==> src/bank_cfg.svh <==
// Register map offsets, field positions and reset values of the bridge register bank.
`ifndef BANK_CFG_SVH
`define BANK_CFG_SVH
`define ADDR_FAULT_SUM   5'h00
`define ADDR_DIAG        5'h01
`define ADDR_DRIVE_CFG   5'h02
`define ADDR_PROT_CFG    5'h03
`define ADDR_CLR_LOCK    5'h04
`define ADDR_LOAD_CFG    5'h05
`define RST_DRIVE_CFG    8'h51
`define RST_PROT_CFG     8'h0c
`define RST_CLR_LOCK     8'h40
`define RST_LOAD_CFG     8'h08
`define FRAME_BITS       5'h10
`define ADDR_DONE_CNT    5'h06
`define FRM_RW_BIT       14
`define FRM_ADDR_HI      13
`define FRM_ADDR_LO      9
`define CLR_BIT          7
`define SUM_FAULT_BIT    6
`define STATUS_HEAD      2'h3
`define CLR_MASK         8'h7f
`define SUM_ZERO_MASK    8'h7f
`define PROT_OTW_REP     5
`define PROT_ITRIP_REP   7
`define CFG_SRC_BIT      5
`define CFG_MODE_HI      1
`define CFG_MODE_LO      0
`define CFG_SLEW_HI      4
`define CFG_SLEW_LO      2
`define CFG_OFF_TIME_SELECT_HI      7
`define CFG_OFF_TIME_SELECT_LO      6
`define OFF_TIME_SELECT_UNIT_US     20
`define OFF_TIME_SELECT_UNIT_CYC    (`OFF_TIME_SELECT_UNIT_US * 1000 / 10)
`endif

==> src/bank_pkg.sv <==
// Types shared by the bridge register bank.
package bank_pkg;
	typedef enum logic [1:0] {
		PHASE_ENABLE_SCHEME = 2'b00,
		PWM_SCHEME          = 2'b01,
		HALF_BRIDGE_SCHEME  = 2'b10,
		HIZ_SCHEME          = 2'b11
	} scheme_t;
	typedef enum logic [1:0] {
		ST_IDLE  = 2'b00,
		ST_SHIFT = 2'b01,
		ST_WAIT  = 2'b10
	} frame_state_t;
	typedef struct packed {
		frame_state_t fsm;
		logic [4:0]   cnt;
		logic [15:0]  rx;
		logic [15:0]  tx;
		logic         sdo;
		logic         sdo_oe_n;
		logic [5:0]   latched;
		logic [5:0]   diag_lat;
		logic [7:0]   drive_cfg;
		logic [7:0]   prot_cfg;
		logic [7:0]   clr_lock;
		logic [7:0]   load_cfg;
		logic         fault_out_n;
		logic         out_a;
		logic         out_b;
		logic         hiz;
	} bank_state_t;
endpackage

==> src/motor_bridge_register_bank.sv <==
// Serial-frame register bank with fault latching for the brushed-motor bridge.
`include "bank_cfg.svh"
`timescale 1ns/1ns
`default_nettype none
module motor_bridge_register_bank #(
	parameter int OFF_TIME_SELECT_UNIT_CYCLES = `OFF_TIME_SELECT_UNIT_CYC
) (
	input  wire logic       ref_clk,
	input  wire logic       rst,
	input  wire logic       sel_n,
	input  wire logic       sclk,
	input  wire logic       sdi,
	output logic            sdo,
	output logic            sdo_oe_n,
	input  wire logic       overtemp_warning_flag,
	input  wire logic       supply_undervoltage_flag,
	input  wire logic       pump_undervoltage_flag,
	input  wire logic       thermal_shutdown_flag,
	input  wire logic       open_load_bridge_a,
	input  wire logic       open_load_bridge_b,
	input  wire logic       regulating_bridge_a,
	input  wire logic       regulating_bridge_b,
	input  wire logic       overcurrent_high_a,
	input  wire logic       overcurrent_low_a,
	input  wire logic       overcurrent_high_b,
	input  wire logic       overcurrent_low_b,
	input  wire logic       pin_in_a,
	input  wire logic       pin_in_b,
	output logic            fault_output_pin_n,
	output logic            bridge_in_a,
	output logic            bridge_in_b,
	output logic            bridge_hiz,
	output logic [7:0]      drive_cfg,
	output logic [7:0]      prot_cfg,
	output logic [7:0]      load_cfg
);
	bank_pkg::bank_state_t s_r;
	bank_pkg::bank_state_t s_nxt;
	logic sclk_d_r;
	logic fall;
	logic rise;
	logic overcurrent_flag;
	logic [7:0] fault_sum;
	logic [7:0] diag_val;
	logic [7:0] rd_val;
	logic [4:0] addr;
	logic [5:0] raw_fault;
	logic [5:0] raw_diag;
	logic any_fault;

	// -----------------------------------------------------------------
	// Status assembly
	// -----------------------------------------------------------------
	// Fault and overcurrent events latch until cleared; current regulation is live.
	assign overcurrent_flag = overcurrent_high_a | overcurrent_low_a | overcurrent_high_b | overcurrent_low_b;
	assign raw_fault = {overtemp_warning_flag, supply_undervoltage_flag, pump_undervoltage_flag,
		overcurrent_flag, thermal_shutdown_flag, open_load_bridge_a | open_load_bridge_b};
	assign raw_diag = {open_load_bridge_a, open_load_bridge_b, overcurrent_high_a, overcurrent_low_a,
		overcurrent_high_b, overcurrent_low_b};
	// Overtemp warning and regulation count as faults only when their report bits are set.
	assign any_fault = (|s_r.latched[4:0]) | (s_r.latched[5] & s_r.prot_cfg[`PROT_OTW_REP])
		| ((regulating_bridge_a | regulating_bridge_b) & s_r.prot_cfg[`PROT_ITRIP_REP]);
	assign fault_sum = {1'b0, ~s_r.fault_out_n, s_r.latched};
	assign diag_val = {s_r.diag_lat[5:4], regulating_bridge_a, regulating_bridge_b,
		s_r.diag_lat[3:0]};
	// While waiting only seven bits are in, so the address still sits at the bottom of the shifter.
	assign addr = (s_r.fsm == bank_pkg::ST_WAIT) ? s_r.rx[`FRM_ADDR_HI-`FRM_ADDR_LO:0]
		: s_r.rx[`FRM_ADDR_HI:`FRM_ADDR_LO];

	always_comb begin
		unique case (addr)
			`ADDR_FAULT_SUM: rd_val = fault_sum;
			`ADDR_DIAG:      rd_val = diag_val;
			`ADDR_DRIVE_CFG: rd_val = s_r.drive_cfg;
			`ADDR_PROT_CFG:  rd_val = s_r.prot_cfg;
			`ADDR_CLR_LOCK:  rd_val = s_r.clr_lock;
			`ADDR_LOAD_CFG:  rd_val = s_r.load_cfg;
			default:         rd_val = 8'h00;
		endcase
	end

	// -----------------------------------------------------------------
	// Serial edge detection
	// -----------------------------------------------------------------
	always_ff @(posedge ref_clk or posedge rst) begin
		if (rst) begin
			sclk_d_r <= 1'b0;
		end else begin
			sclk_d_r <= sclk;
		end
	end
	assign fall = sclk_d_r & ~sclk;
	assign rise = ~sclk_d_r & sclk;

	// -----------------------------------------------------------------
	// Frame engine and registers
	// -----------------------------------------------------------------
	// The address is only known after bit 9 arrives, so the answer byte is
	// loaded then; the status byte is captured at frame start.
	always_comb begin
		s_nxt = s_r;
		s_nxt.latched = s_r.latched | raw_fault;
		s_nxt.diag_lat = s_r.diag_lat | raw_diag;
		unique case (s_r.fsm)
			bank_pkg::ST_IDLE: begin
				s_nxt.sdo_oe_n = 1'b1;
				if (!sel_n) begin
					s_nxt.fsm = bank_pkg::ST_SHIFT;
					s_nxt.cnt = 5'h00;
					s_nxt.tx = {`STATUS_HEAD, fault_sum[5:0], 8'h00};
					s_nxt.sdo = s_nxt.tx[15];
					s_nxt.sdo_oe_n = 1'b0;
				end
			end
			bank_pkg::ST_SHIFT: begin
				if (sel_n) begin
					// Whole frames only: a short or long frame changes nothing.
					if (s_r.cnt == `FRAME_BITS && !s_r.rx[`FRM_RW_BIT]) begin
						unique case (addr)
							`ADDR_DRIVE_CFG: s_nxt.drive_cfg = s_r.rx[7:0];
							`ADDR_PROT_CFG:  s_nxt.prot_cfg = s_r.rx[7:0];
							`ADDR_CLR_LOCK: begin
								s_nxt.clr_lock = s_r.rx[7:0] & `CLR_MASK;
								if (s_r.rx[`CLR_BIT]) begin
									// Events present now still set the flags: set wins.
									s_nxt.latched = raw_fault;
									s_nxt.diag_lat = raw_diag;
								end
							end
							`ADDR_LOAD_CFG:  s_nxt.load_cfg = s_r.rx[7:0];
							default: ;
						endcase
					end
					s_nxt.fsm = bank_pkg::ST_IDLE;
					s_nxt.sdo_oe_n = 1'b1;
				end else begin
					if (fall) begin
						s_nxt.rx = {s_r.rx[14:0], sdi};
						if (s_r.cnt != 5'h1f) begin
							s_nxt.cnt = s_r.cnt + 5'h01;
						end
					end
					if (rise) begin
						s_nxt.tx = {s_r.tx[14:0], 1'b0};
						s_nxt.sdo = s_r.tx[14];
					end
					// The last address bit lands on the seventh fall, before the report MSB must leave.
					if (s_r.cnt == `ADDR_DONE_CNT && fall) begin
						s_nxt.fsm = bank_pkg::ST_WAIT;
					end
				end
			end
			bank_pkg::ST_WAIT: begin
				// One cycle after the last address bit is taken the report byte is loaded.
				s_nxt.tx[14:7] = rd_val;
				s_nxt.fsm = sel_n ? bank_pkg::ST_IDLE : bank_pkg::ST_SHIFT;
				s_nxt.sdo_oe_n = sel_n;
			end
			default: s_nxt.fsm = bank_pkg::ST_IDLE;
		endcase
		s_nxt.fault_out_n = ~any_fault;
		s_nxt.hiz = (s_r.drive_cfg[`CFG_MODE_HI:`CFG_MODE_LO] == bank_pkg::HIZ_SCHEME);
		s_nxt.out_a = s_r.drive_cfg[`CFG_SRC_BIT] ? s_r.clr_lock[1] : pin_in_a;
		s_nxt.out_b = s_r.drive_cfg[`CFG_SRC_BIT] ? s_r.clr_lock[0] : pin_in_b;
	end

	always_ff @(posedge ref_clk or posedge rst) begin
		if (rst) begin
			s_r <= '{fsm: bank_pkg::ST_IDLE, cnt: 5'h00, rx: 16'h0000, tx: 16'h0000, sdo: 1'b0,
				sdo_oe_n: 1'b1, latched: 6'h00, diag_lat: 6'h00, drive_cfg: `RST_DRIVE_CFG,
				prot_cfg: `RST_PROT_CFG, clr_lock: `RST_CLR_LOCK, load_cfg: `RST_LOAD_CFG,
				fault_out_n: 1'b1, out_a: 1'b0, out_b: 1'b0, hiz: 1'b0};
		end else begin
			s_r <= s_nxt;
		end
	end

	assign sdo = s_r.sdo;
	assign sdo_oe_n = s_r.sdo_oe_n;
	assign fault_output_pin_n = s_r.fault_out_n;
	assign bridge_in_a = s_r.out_a;
	assign bridge_in_b = s_r.out_b;
	assign bridge_hiz = s_r.hiz;
	assign drive_cfg = s_r.drive_cfg;
	assign prot_cfg = s_r.prot_cfg;
	assign load_cfg = s_r.load_cfg;
endmodule
`default_nettype wire

==> config.mk <==
export PLATFORM = sky130hd
export DESIGN_NAME = motor_bridge_register_bank
export DESIGN_NICKNAME = d
export VERILOG_FILES = /design/src/bank_pkg.sv /design/src/motor_bridge_register_bank.sv
export VERILOG_INCLUDE_DIRS = /design/src /design/src/src
export SDC_FILE = /design/constraint.sdc
export NUM_CORES = 1
export LEC_CHECK = 0
export BUFFER_PORTS_ARGS = -buffer_cell sky130_fd_sc_hd__buf_2
export CAP_MARGIN = 20
export CORE_UTILIZATION = 56
export CTS_CLUSTER_SIZE = 8
export DETAILED_ROUTE_END_ITERATION = 12
export PLACE_DENSITY_LB_ADDON = 0.08
export SYNTH_ARGS = -nofsm -noshare
export SYNTH_HDL_FRONTEND = slang
export SYNTH_SLANG_ARGS = --single-unit
==> constraint.sdc <==
create_clock -name ref_clk -period 5.7 [get_ports ref_clk]
set_input_delay 1.14 -clock ref_clk [delete_from_list [all_inputs] [get_ports ref_clk]]
set_output_delay 1.14 -clock ref_clk [all_outputs]
set_load 0.02 [all_outputs]
* Word level (Yosys, flattened, before mapping)
Index checks and enable logic that the tools add are counted.
Operators by class: muxes and demuxes 27, equality and inequality tests 18, bitwise gates (word level) 18, reduce and logical (&&, ||, !) cells 18, add/sub/neg operators 1
Operator list (number):
- two-way mux 44 bit | 2
- one-hot mux 8 bit (6 select lines) | 1
- two-way mux 45 bit | 1
- two-way mux 38 bit | 1
- two-way mux 17 bit | 2
- two-way mux 12 bit | 2
- two-way mux 8 bit | 3
- one-hot mux 8 bit (3 select lines) | 1
- AND reduction 4 bit | 6
- two-way mux 21 bit | 1
- one-hot mux 8 bit (2 select lines) | 1
- equality test 5 x 3 -> 1 bit (second input constant) | 3
- two-way mux 7 bit | 2
- inequality test 2 bit (second input constant) | 6
- bitwise OR 6 bit | 2
- equality test 5 x 2 -> 1 bit (second input constant) | 2
- two-way mux 5 bit | 2
- one-hot mux 5 bit (2 select lines) | 1
- bitwise OR 1 bit | 7
- one-hot mux 2 bit (3 select lines) | 1
- adder 5 x 1 -> 5 bit (second input constant) | 1
- equality test 5 x 1 -> 1 bit (second input constant) | 1
- equality test 5 bit (second input constant) | 1
- zero test 5 bit | 1
- 18 further kinds | 31
Word-level totals: input bits 19, register bits 88, output and inout bits 30

* Logic depth before layout (Yosys ltp)
Gate-level depths: netlist of run 1.
word-level depth 9, gate-level depth with buffers 9, mapped depth without buffers 7

* Least setup slack after synthesis of run 1
Ideal clock, no wire load.
path kind input-to-reg, from in sel_n, to reg s_r, in the netlist diag_val[0], cell stages on the path 6, data arrival time 2.675 ns, setup slack 2.907 ns, library setup time 0.118 ns, cell sequence nand4b_1 or4b_1 buf_4 or4_4 buf_6 a21o_1
RTL lines:
- start: declaration | RTL line motor_bridge_register_bank.sv:10 | input wire logic sel_n,
- end signal: assignment | RTL line motor_bridge_register_bank.sv:169 | s_r <= '{fsm: bank_pkg::ST_IDLE, cnt: 5'h00, rx: 16'h0000, tx: 16'h0000, sdo: 1'b0,
- end signal: assignment | RTL line motor_bridge_register_bank.sv:174 | s_r <= s_nxt;
- end: declaration | RTL line motor_bridge_register_bank.sv:37 | bank_pkg::bank_state_t s_r;

* Worst setup path after layout of run 1
from reg s_r[87] (netlist name), to reg s_r, in the netlist drive_cfg[2]
On the way: longest elaborated chain between the ends 4, elaborated cells between the ends (all ways) 5, those cells by class eq/ne: 3; mux: 1; reduce/logical: 1
RTL lines:
- equality test 2 bit | RTL line motor_bridge_register_bank.sv:67 | assign addr = (s_r.fsm == bank_pkg::ST_WAIT) ? s_r.rx[`FRM_ADDR_HI-`FRM_ADDR_LO:0]
- two-way mux 5 bit | RTL line motor_bridge_register_bank.sv:67
- equality test 5 x 2 -> 1 bit | RTL line motor_bridge_register_bank.sv:119 | unique case (addr)
- AND reduction 4 bit (no source line) (*)
Mark *: on every way between the ends. The rest lies on a longest branch, timed or not. A chain may end at the register's enable or synchronous reset.

==> results of run 1 <==
-- cell usage in the layout, fill, tap and decap left out, types with 3 or more instances in the layout --
cell type / n
a21oi_1: 13
nand3_1: 9
mux2_2: 3
nor3_1: 4
buf_2: 48
o2bb2ai_1: 3
nor3_4: 3
nand2_1: 25
nor2_1: 17
o21ai_0: 6
a221oi_1: 3
nand2b_1: 7
a221o_1: 4
nor4_1: 5
inv_1: 10
buf_4: 3
clkbuf_8: 9
mux2_1: 48
a32oi_1: 3
dfrtp_1: 77
bufinv_16: 3
o21ai_1: 19
clkbuf_1: 3
a21o_1: 12
and3b_1: 3
o221ai_1: 4
mux2i_1: 14
dfstp_2: 9
ha_1: 8
a22oi_1: 4
nor3b_1: 4
-- worst max-delay path, stage by stage, from the launching register on --
cell and delay (ps):
dfrtp_1 400, inv_1 100, ha_1 640, mux2i_2 970
inv_1 200, nor3_4 450, mux2_1 370
-- layout make-up --
class,instances,area [µm²],share of cell area
Clock buffer,12,135,0.0286
Timing Repair Buffer,51,263,0.0556
Multi-Input combinational cell,247,1900,0.402
Inverter,12,46.3,0.00979
Clock inverter,4,97.6,0.0206
Sequential cell,86,2160,0.458
Tap cell,99,124,0.0262
-- metal layers --
| metal | track usage | vias to the layer above | wire length [µm] |
|---|---|---|---|
| met1 | 0.346 | 1492 | 4270 |
| met2 | 0.384 | 70 | 4430 |
| met3 | 0.0660 | 13 | 429 |
| li1 | - | 1412 | - |
| met5 | 0 | - | 0 |
| met4 | 0.0645 | 0 | 136 |
-- per-stage QoR --
step | instances | utilization | hold slack, ps | power, mW
3_3_place_gp | 494 | 0.606 | 464 | 1.51
3_5_place_dp | 494 | 0.606 | 475 | 1.52
6_report | 511 | 0.638 | 490 | 2.03
4_1_cts | 510 | 0.637 | 494 | 2.02
5_1_grt | 511 | 0.638 | 505 | 2.15
2_1_floorplan | 386 | - | 446 | 1.33
-- cells by family after synthesis --
kind of cell / Yosys count / share of synthesized area
adders and majority gates: 8 / 0.0230
muxes: 66 / 0.166
buffers and inverters: 53 / 0.0694
and+or+nand+nor: 93 / 0.123
DFF: 86 / 0.496
AOI/OAI and AO/OA: 80 / 0.122
-- state kept, by name (all words and copies together) (netlist names) --
| name | count |
|---|---|
| sdo | 1 |
| diag_val | 6 |
| sdo_oe_n | 1 |
| fault_sum | 6 |
| fault_output_pin_n | 1 |
| load_cfg | 8 |
| sclk_d_r | 1 |
| s_r | 43 |
| bridge_in_b | 1 |
| bridge_in_a | 1 |
| bridge_hiz | 1 |
| drive_cfg | 8 |
| prot_cfg | 8 |
-- power groups by stage --
| stage | clock network [mW] | registers, mW | logic, mW |
|---|---|---|---|
| after floorplan | 0 | 0.744 | 0.589 |
| after global placement | 0 | 0.786 | 0.724 |
| after detailed placement | 0 | 0.787 | 0.731 |
| after CTS | 0.513 | 0.777 | 0.732 |
| after global routing | 0.542 | 0.788 | 0.825 |
| final | 0.502 | 0.777 | 0.749 |
-- worst paths after layout --
check / from / endpoint / slack (ps) / cells past startpoint
max: s_r[87]$_DFFE_PP0P_ / drive_cfg[2]$_DFFE_PP0P_ / 2440 / 6
min: s_r[74]$_DFFE_PP0P_ / s_r[74]$_DFFE_PP0P_ / 490 / 1
max reg2reg: s_r[87]$_DFFE_PP0P_ / drive_cfg[2]$_DFFE_PP0P_ / 2440 / 6
min reg2reg: s_r[74]$_DFFE_PP0P_ / s_r[74]$_DFFE_PP0P_ / 490 / 1
max in group asynchronous: rst / drive_cfg[1]$_DFFE_PP0P_ / 3810 / 3
min in group asynchronous: rst / s_r[83]$_DFFE_PP0P_ / 850 / 2
==> impl_metrics.py, run 1 <==
metrics = {
    "power_and_ir_drop": {
        "seq_power_share": 0.383,
        "combPwrFrac": 0.369,
        "switchingPower_mw": 0.761,
        "irDropWorstVdd_v": 0.000192,
        "p_int_mw": 1.27,
        "power.share.clock": 0.248,
        "p_leak_nw": 2.31,
        "p_sw_frac": 0.375,
        "p_per_area_nw_per_um2": 429,
    },
    "finish": {
        "fill_cells": 603,
        "n_antenna_cell": 0,
        "post_route_cells_drive_above_1_share": 0.209,
        "fin_area_um2": 4730,
        "layout.nets": 434,
        "synthToLayoutAreaGrowth_pct": 8.41,
    },
    "detailed_routing": {
        "drcViolationCount": 0,
        "firstDrtPassIters": 4,
        "antenna_left": 0,
        "wirelength_um": 9260,
        "drtIter0Drc": 211,
        "vias_per_cell": 5.85,
        "wl_per_cell_um": 18.1,
        "via_count": 2987,
    },
    "logic_synthesis": {
        "synth-edff-count": 0,
        "synthCells": 386,
        "synth_nets": 413,
        "synth_area_um2": 4360,
        "synth_top_cell_area_share": 0.442,
        "synth-seq-cells": 86,
        "yosysWarnings": 0,
        "async_reset_ff_frac": 1.00,
        "ys_types": 52,
        "yosysMostFrequentCell": "dfrtp_1",
        "ys_seq_area_frac": 0.496,
        "synth_area_leaders": "dfrtp_1 (44%), mux2_1 (12%), dfstp_2 (5.4%)",
        "syn_avg_cell_area_um2": 11.3,
        "synth.top_cells.by_count": "dfrtp_1 (77), mux2_1 (48), buf_4 (25), nand2_1 (25), o21ai_1 (19)",
        "yosys_most_used_dff": "dfrtp_1",
        "synth_top_area_cell": "dfrtp_1",
    },
    "timing": {
        "slew_headroom": 0.267,
        "hold_violations": 0,
        "fmax_mhz": 307,
        "fin_setup_tns_ps": 0,
        "finalMaxSlewViolations": 0,
        "finalClockSkew_ps": 9.54,
        "finalSetupViolations": 0,
        "grt_setup_unrepaired": "false",
        "worstMarginPinSlew_ps": 1080,
        "fin_ws_ps": 2440,
        "period_share": 0.572,
        "finalCriticalPeriod_ps": 3260,
    },
    "critical_path": {
        "end_kind": "register",
        "worstSetupPathType": "register to register",
        "start_kind": "register",
        "cp.required_ps": 5930,
        "crit_arrival_ps": 3490,
        "worst-path-max-fanout": 19,
    },
    "die": {
        "rows": 31,
        "initial_core_util": 0.589,
        "die_h_um": 90.2,
        "dieArea_um2": 8140,
        "die_w_um": 90.2,
        "core_um2": 7410,
        "io_pins": 49,
    },
    "placed_design": {
        "port_buffers": 48,
        "dpl_worst_slack_ps": 2370,
        "placed_area_um2": 4490,
        "gp_congestion": 0.865,
        "hpwl_um": 6750,
    },
    "global_route": {
        "antenna_found_initial": 0,
        "grt_usage": 0.248,
        "grt_overflow": 0,
        "grt_pass1_vias": 2888,
        "grt_max_degree": 49,
        "grt_pass1_wl_um": 15500,
    },
    "clock_network": {
        "clk_pin_slew_worst_paths_ps": 80,
        "cts_tree": "done",
        "h-tree-depth": 3,
        "cts_root_buf": "clkbuf_8",
        "ctsLongestPathBuffers": 2,
        "clock_latency_ps": 350,
        "cts-resized-gates": 0,
        "cts_setup_buffers": 0,
        "cts_inserted_buffers": 9,
        "holdBufCountCts": 0,
        "cts.sinks": 86,
    },
    "job": {
        "cap_viol_max_count": 0,
    },
    "run_status": {
        "outcome": "complete, no violations",
    },
    "hold_path": {
        "min-delay-path-class": "register to register",
    },
}
(Power assumes the default switching activity.)
==> inputs of run 2 (changes only) <==
CORE_UTILIZATION = 53   (was 56)
clock period = 2.85 ns   (was 5.7 ns; I/O delays follow)
==> run 2 against run 1 <==
Power rose by 99%; worst hold slack worse by 180 ps; via count rose by 2.0%; non-clock buffer count rose by 15; die area up 5.5%; critical path depth increased by 2; sequential power grew 97%; final area grew 2.1%; maximum frequency is 29% higher; critical path type unchanged; critical endpoint is now load_cfg[0]$_DFFE_PP0P_; largest power group is now combinational logic.
==> impl_metrics.py, run 2 (synthesized netlist as in run 1, its figures left out) <==
metrics = {
    "run_status": {
        "outcome": "complete, no violations",
    },
    "timing": {
        "finalSetupViolations": 0,
        "worstMarginPinSlew_ps": 742,
        "whs_ps": 309,
        "hold_violations": 0,
        "fmax_mhz": 395,
        "finalCriticalPeriod_ps": 2530,
        "period_share": 0.888,
        "finalMaxSlewViolations": 0,
        "finalClockSkew_ps": 13.9,
        "grt_setup_unrepaired": "false",
        "slew_headroom": 0.505,
        "fin_setup_tns_ps": 0,
    },
    "hold_path": {
        "min-delay-path-class": "primary input to asynchronous set/reset pin",
    },
    "clock_network": {
        "holdBufCountCts": 0,
        "cts.sinks": 86,
        "h-tree-depth": 3,
        "clk_pin_slew_worst_paths_ps": 80,
        "clock_latency_ps": 360,
        "cts_inserted_buffers": 9,
        "ctsLongestPathBuffers": 2,
        "cts_root_buf": "clkbuf_8",
        "cts_setup_buffers": 0,
        "cts_tree": "done",
        "cts-resized-gates": 0,
    },
    "critical_path": {
        "slowest_stage": "dfrtp_1",
        "crit_arrival_ps": 2760,
        "cp_num_cells": 8,
        "worst-path-max-fanout": 9,
        "crit_top_cell": "buf_4",
        "start_kind": "register",
        "worstSetupPathType": "register to register",
        "cp.required_ps": 3080,
        "end_kind": "register",
        "critical_path.cell_chain": "inv_1, ha_1, buf_4, nor3b_1, or2_1, nor3b_4, buf_4, mux2_1",
        "crit_path_max_incr_delay_ps": 390,
        "worst-r2r-cell-count": 8,
        "critPathTopFamily": "simple AND/OR/NAND/NOR gates",
        "crit_buf_inv": 3,
    },
    "global_route": {
        "grt_usage": 0.246,
        "grt_pass1_vias": 2968,
        "grt_max_degree": 45,
        "grt_pass1_wl_um": 15800,
        "antenna_found_initial": 0,
        "grt_overflow": 0,
    },
    "finish": {
        "largest_reg_flops": 43,
        "n_antenna_cell": 0,
        "fin_area_um2": 4830,
        "layout.nets": 449,
        "utilization": 0.615,
        "largest_register": "s_r",
        "fill_cells": 698,
        "synthToLayoutAreaGrowth_pct": 10.7,
        "final_common_cell": "dfrtp_1",
        "post_route_cells_drive_above_1_share": 0.237,
        "stdcell_count": 529,
        "final_cell_mix": "dfrtp_1 (77), mux2_1 (48), buf_2 (48)",
    },
    "power_and_ir_drop": {
        "p_per_area_nw_per_um2": 836,
        "seq_power_share": 0.380,
        "power.share.clock": 0.214,
        "switchingPower_mw": 1.56,
        "irDropWorstVdd_v": 0.000487,
        "p_leak_nw": 2.38,
        "combPwrFrac": 0.406,
        "p_int_mw": 2.47,
        "p_sw_frac": 0.387,
    },
    "die": {
        "die_h_um": 92.7,
        "die_w_um": 92.7,
        "core_um2": 7850,
        "rows": 32,
        "io_pins": 49,
        "dieArea_um2": 8590,
        "initial_core_util": 0.556,
    },
    "placed_design": {
        "port_buffers": 48,
        "placed_area_um2": 4630,
        "dp.cells": 513,
        "gp_congestion": 0.858,
        "hpwl_um": 7150,
    },
    "detailed_routing": {
        "antenna_left": 0,
        "drtIter0Drc": 108,
        "vias_per_cell": 5.76,
        "via_count": 3048,
        "wirelength_um": 9800,
        "drcViolationCount": 0,
        "firstDrtPassIters": 4,
        "wl_per_cell_um": 18.5,
    },
    "job": {
        "cap_viol_max_count": 0,
    },
}
-- run 2: cell types whose count changed in the layout (fill, tap and decap cells not counted), sizes merged --
cell / before / now
clkinvlp: 1 / 0
bufinv: 3 / 1
clkinv: 1 / 4
buf: 51 / 66
-- run 2: power groups by stage --
stage / registers [mW] / clock network [mW] / logic [mW]
2_1_floorplan: 1.49 / 0 / 1.18
3_3_place_gp: 1.55 / 0 / 1.61
3_5_place_dp: 1.55 / 0 / 1.63
4_1_cts: 1.53 / 0.880 / 1.63
5_1_grt: 1.55 / 0.930 / 1.80
6_report: 1.53 / 0.863 / 1.64
-- run 2: stage by stage --
stage | power [mW] | setup WS, ps
2_1_floorplan | 2.66 | 73.0
3_3_place_gp | 3.16 | 420
3_5_place_dp | 3.18 | 327
4_1_cts | 4.04 | 312
5_1_grt | 4.28 | 53.6
6_report | 4.03 | 320
-- run 2: final cells by class --
class / count / area (µm²) / area share
clock buffer: 12 / 145 / 0.0301
clock inverter: 4 / 48.8 / 0.0101
inverter: 12 / 46.3 / 0.00959
multi-input combinational: 247 / 1890 / 0.393
sequential: 86 / 2160 / 0.448
tap: 102 / 128 / 0.0264
timing repair buffer: 66 / 400 / 0.0830
-- run 2: worst paths after layout --
kind | slack (ps) | startpoint | end
setup / recovery | 320 | s_r[87]$_DFFE_PP0P_ | load_cfg[0]$_DFFE_PP0P_
hold / removal | 310 | rst | s_r[83]$_DFFE_PP0P_
setup reg to reg | 320 | s_r[87]$_DFFE_PP0P_ | load_cfg[0]$_DFFE_PP0P_
hold reg to reg | 490 | sdo$_DFFE_PP0P_ | sdo$_DFFE_PP0P_
max in group asynchronous | 1810 | rst | drive_cfg[0]$_DFFE_PP1P_
min in group ref_clk | 340 | sclk | sclk_d_r$_DFF_PP0_
-- run 2: worst reg2reg max path, cell delays in order (launching register included) --
cell and delay (ps):
dfrtp_1 390, inv_1 90, ha_1 320, buf_4 220
nor3b_1 320, or2_1 260, nor3b_4 290, buf_4 200
mux2_1 330
-- run 2: layer usage --
layer / track usage / wire [µm] / vias up
met5: 0 / 0 / -
met4: 0.0782 / 110 / 0
met3: 0.0501 / 377 / 10
met2: 0.388 / 4720 / 68
met1: 0.343 / 4590 / 1528
li1: - / - / 1442
==> inputs of run 3 (changes only) <==
==> constraint.sdc (replaced) <==
create_clock -name ref_clk -period 2.85 [get_ports ref_clk]
set_input_delay 0.4275 -clock ref_clk [delete_from_list [all_inputs] [get_ports ref_clk]]
set_output_delay 0.4275 -clock ref_clk [all_outputs]
set_load 0.02 [all_outputs]
==> run 3 against run 2 <==
Core utilization fell by 0.32 points; non-clock buffer count fell by 5; register-to-register slack got worse by 40 ps; final area fell by 0.52%; count of clock-buffer cells in the layout fell by 2; sequential share of layout area rose by 0.23 points; critical path depth fell by 2; clock skew rose by 0.87 ps; worst setup slack got worse by 41 ps; largest cell class unchanged; highest routed layer unchanged.
==> impl_metrics.py, run 3 (synthesized netlist as in run 1, its figures left out) <==
metrics = {
    "timing": {
        "finalMaxSlewViolations": 0,
        "finalClockSkew_ps": 14.8,
        "period_share": 0.902,
        "slew_headroom": 0.538,
        "fin_setup_tns_ps": 0,
        "finalSetupViolations": 0,
        "grt_setup_unrepaired": "false",
        "fmax_mhz": 389,
        "hold_violations": 0,
        "finalCriticalPeriod_ps": 2570,
        "worstMarginPinSlew_ps": 687,
    },
    "critical_path": {
        "critical_path.cell_chain": "inv_1, ha_1, nor4b_1, o21bai_1, nor3_4, mux2_1",
        "start_kind": "register",
        "crit_path_max_incr_delay_ps": 430,
        "worstSetupPathType": "register to register",
        "crit_arrival_ps": 2810,
        "cp.required_ps": 3090,
        "worst-path-max-fanout": 10,
        "end_kind": "register",
        "slowest_stage": "nor4b_1",
    },
    "placed_design": {
        "gp_congestion": 0.909,
        "placed_area_um2": 4590,
        "hpwl_um": 6940,
        "port_buffers": 48,
    },
    "die": {
        "die_h_um": 92.7,
        "dieArea_um2": 8590,
        "initial_core_util": 0.556,
        "core_um2": 7850,
        "io_pins": 49,
        "die_w_um": 92.7,
        "rows": 32,
    },
    "clock_network": {
        "h-tree-depth": 3,
        "cts_setup_buffers": 0,
        "cts.sinks": 86,
        "ctsLongestPathBuffers": 2,
        "clock_latency_ps": 360,
        "cts-resized-gates": 0,
        "clk_pin_slew_worst_paths_ps": 90,
        "cts_tree": "done",
        "cts_root_buf": "clkbuf_8",
        "holdBufCountCts": 0,
        "cts_inserted_buffers": 9,
    },
    "global_route": {
        "grt_usage": 0.242,
        "busiest_layer": "met2",
        "grt_use_met1": 0.351,
        "grt_util_met3": 0.0394,
        "grt_max_degree": 50,
        "antenna_found_initial": 0,
        "grt_overflow": 0,
        "grt_pass1_vias": 2945,
        "grt_pass1_wl_um": 15800,
        "met2_usage": 0.368,
    },
    "finish": {
        "largest_register": "s_r",
        "n_antenna_cell": 0,
        "largest_reg_flops": 43,
        "layout.nets": 444,
        "synthToLayoutAreaGrowth_pct": 10.1,
        "fill_cells": 712,
        "final_common_cell": "dfrtp_1",
        "fin_area_um2": 4800,
        "post_route_cells_drive_above_1_share": 0.232,
        "final_cell_mix": "dfrtp_1 (77), mux2_1 (48), buf_2 (48)",
    },
    "detailed_routing": {
        "via_count": 3034,
        "firstDrtPassIters": 4,
        "wirelength_um": 9550,
        "wl_per_cell_um": 18.2,
        "drcViolationCount": 0,
        "antenna_left": 0,
        "vias_per_cell": 5.79,
        "drtIter0Drc": 140,
    },
    "power_and_ir_drop": {
        "irDropWorstVdd_v": 0.000512,
        "p_leak_nw": 2.36,
        "p_per_area_nw_per_um2": 840,
        "p_total_mw": 4.03,
    },
    "hold_path": {
        "min-delay-path-class": "primary input to asynchronous set/reset pin",
    },
    "run_status": {
        "outcome": "complete, no violations",
    },
    "job": {
        "cap_viol_max_count": 0,
    },
}
==> run 3: cell types whose count changed in the layout (fill, tap and decap cells not counted), sizes merged <==
cell	before	now
buf	66	61
clkbuf	12	10
inv	11	13
clkinv	4	3
clkinvlp	0	1
==> run 3: area by class of cell <==
type / instances / area (µm²) / share of cell area
flip-flops and latches: 86 / 2160 / 0.451
multi-input cells: 247 / 1890 / 0.395
repair buffers: 61 / 363 / 0.0756
clock buffers: 10 / 138 / 0.0287
well taps: 102 / 128 / 0.0266
clock inverters: 6 / 68.8 / 0.0143
inverters: 12 / 46.3 / 0.00964
==> run 3: per-stage QoR <==
step / hold slack (ps) / instances / setup WS, ps / utilization
finish: 130 / 524 / 279 / 0.612
global route: 175 / 524 / 129 / 0.612
floorplan: 446 / 386 / 216 / -
global placement: 467 / 508 / 385 / 0.585
CTS: 140 / 524 / 297 / 0.612
detailed placement: 471 / 508 / 312 / 0.585
==> run 3: power breakdown <==
group	switching, mW	internal (mW)	total [mW]	leakage [nW]
logic	0.915	0.653	1.57	1.17
clock network	0.464	0.436	0.899	0.103
registers	0.195	1.37	1.56	1.08
==> run 3: routing by layer <==
metal	up-vias	share of wire
li1	1437	-
met1	1518	0.48
met2	68	0.47
met3	11	0.035
met4	0	0.016
met5	-	0
==> run 3: path summary, 6_finish.rpt <==
check / cells past startpoint / start / to / slack [ps]
worst max-delay path: 6 / s_r[87]$_DFFE_PP0P_ / drive_cfg[7]$_DFFE_PP0P_ / 280
worst min-delay path: 2 / rst / s_r[83]$_DFFE_PP0P_ / 130
worst max register to register: 6 / s_r[87]$_DFFE_PP0P_ / drive_cfg[7]$_DFFE_PP0P_ / 280
worst min register to register: 2 / s_r[52]$_DFFE_PP0P_ / s_r[52]$_DFFE_PP0P_ / 490
max in group asynchronous: 3 / rst / load_cfg[3]$_DFFE_PP1P_ / 1980
min in group ref_clk: 1 / sclk / sclk_d_r$_DFF_PP0_ / 190
==> run 3: worst max-delay path, delay by kind of cell (launching register included) <==
| family | cells | cell delay [ps] |
|---|---|---|
| and+or+nand+nor | 2 | 860 |
| DFF | 1 | 410 |
| adders and majority gates | 1 | 400 |
| muxes | 1 | 370 |
| AOI/OAI and AO/OA | 1 | 310 |
| buffers and inverters | 1 | 110 |
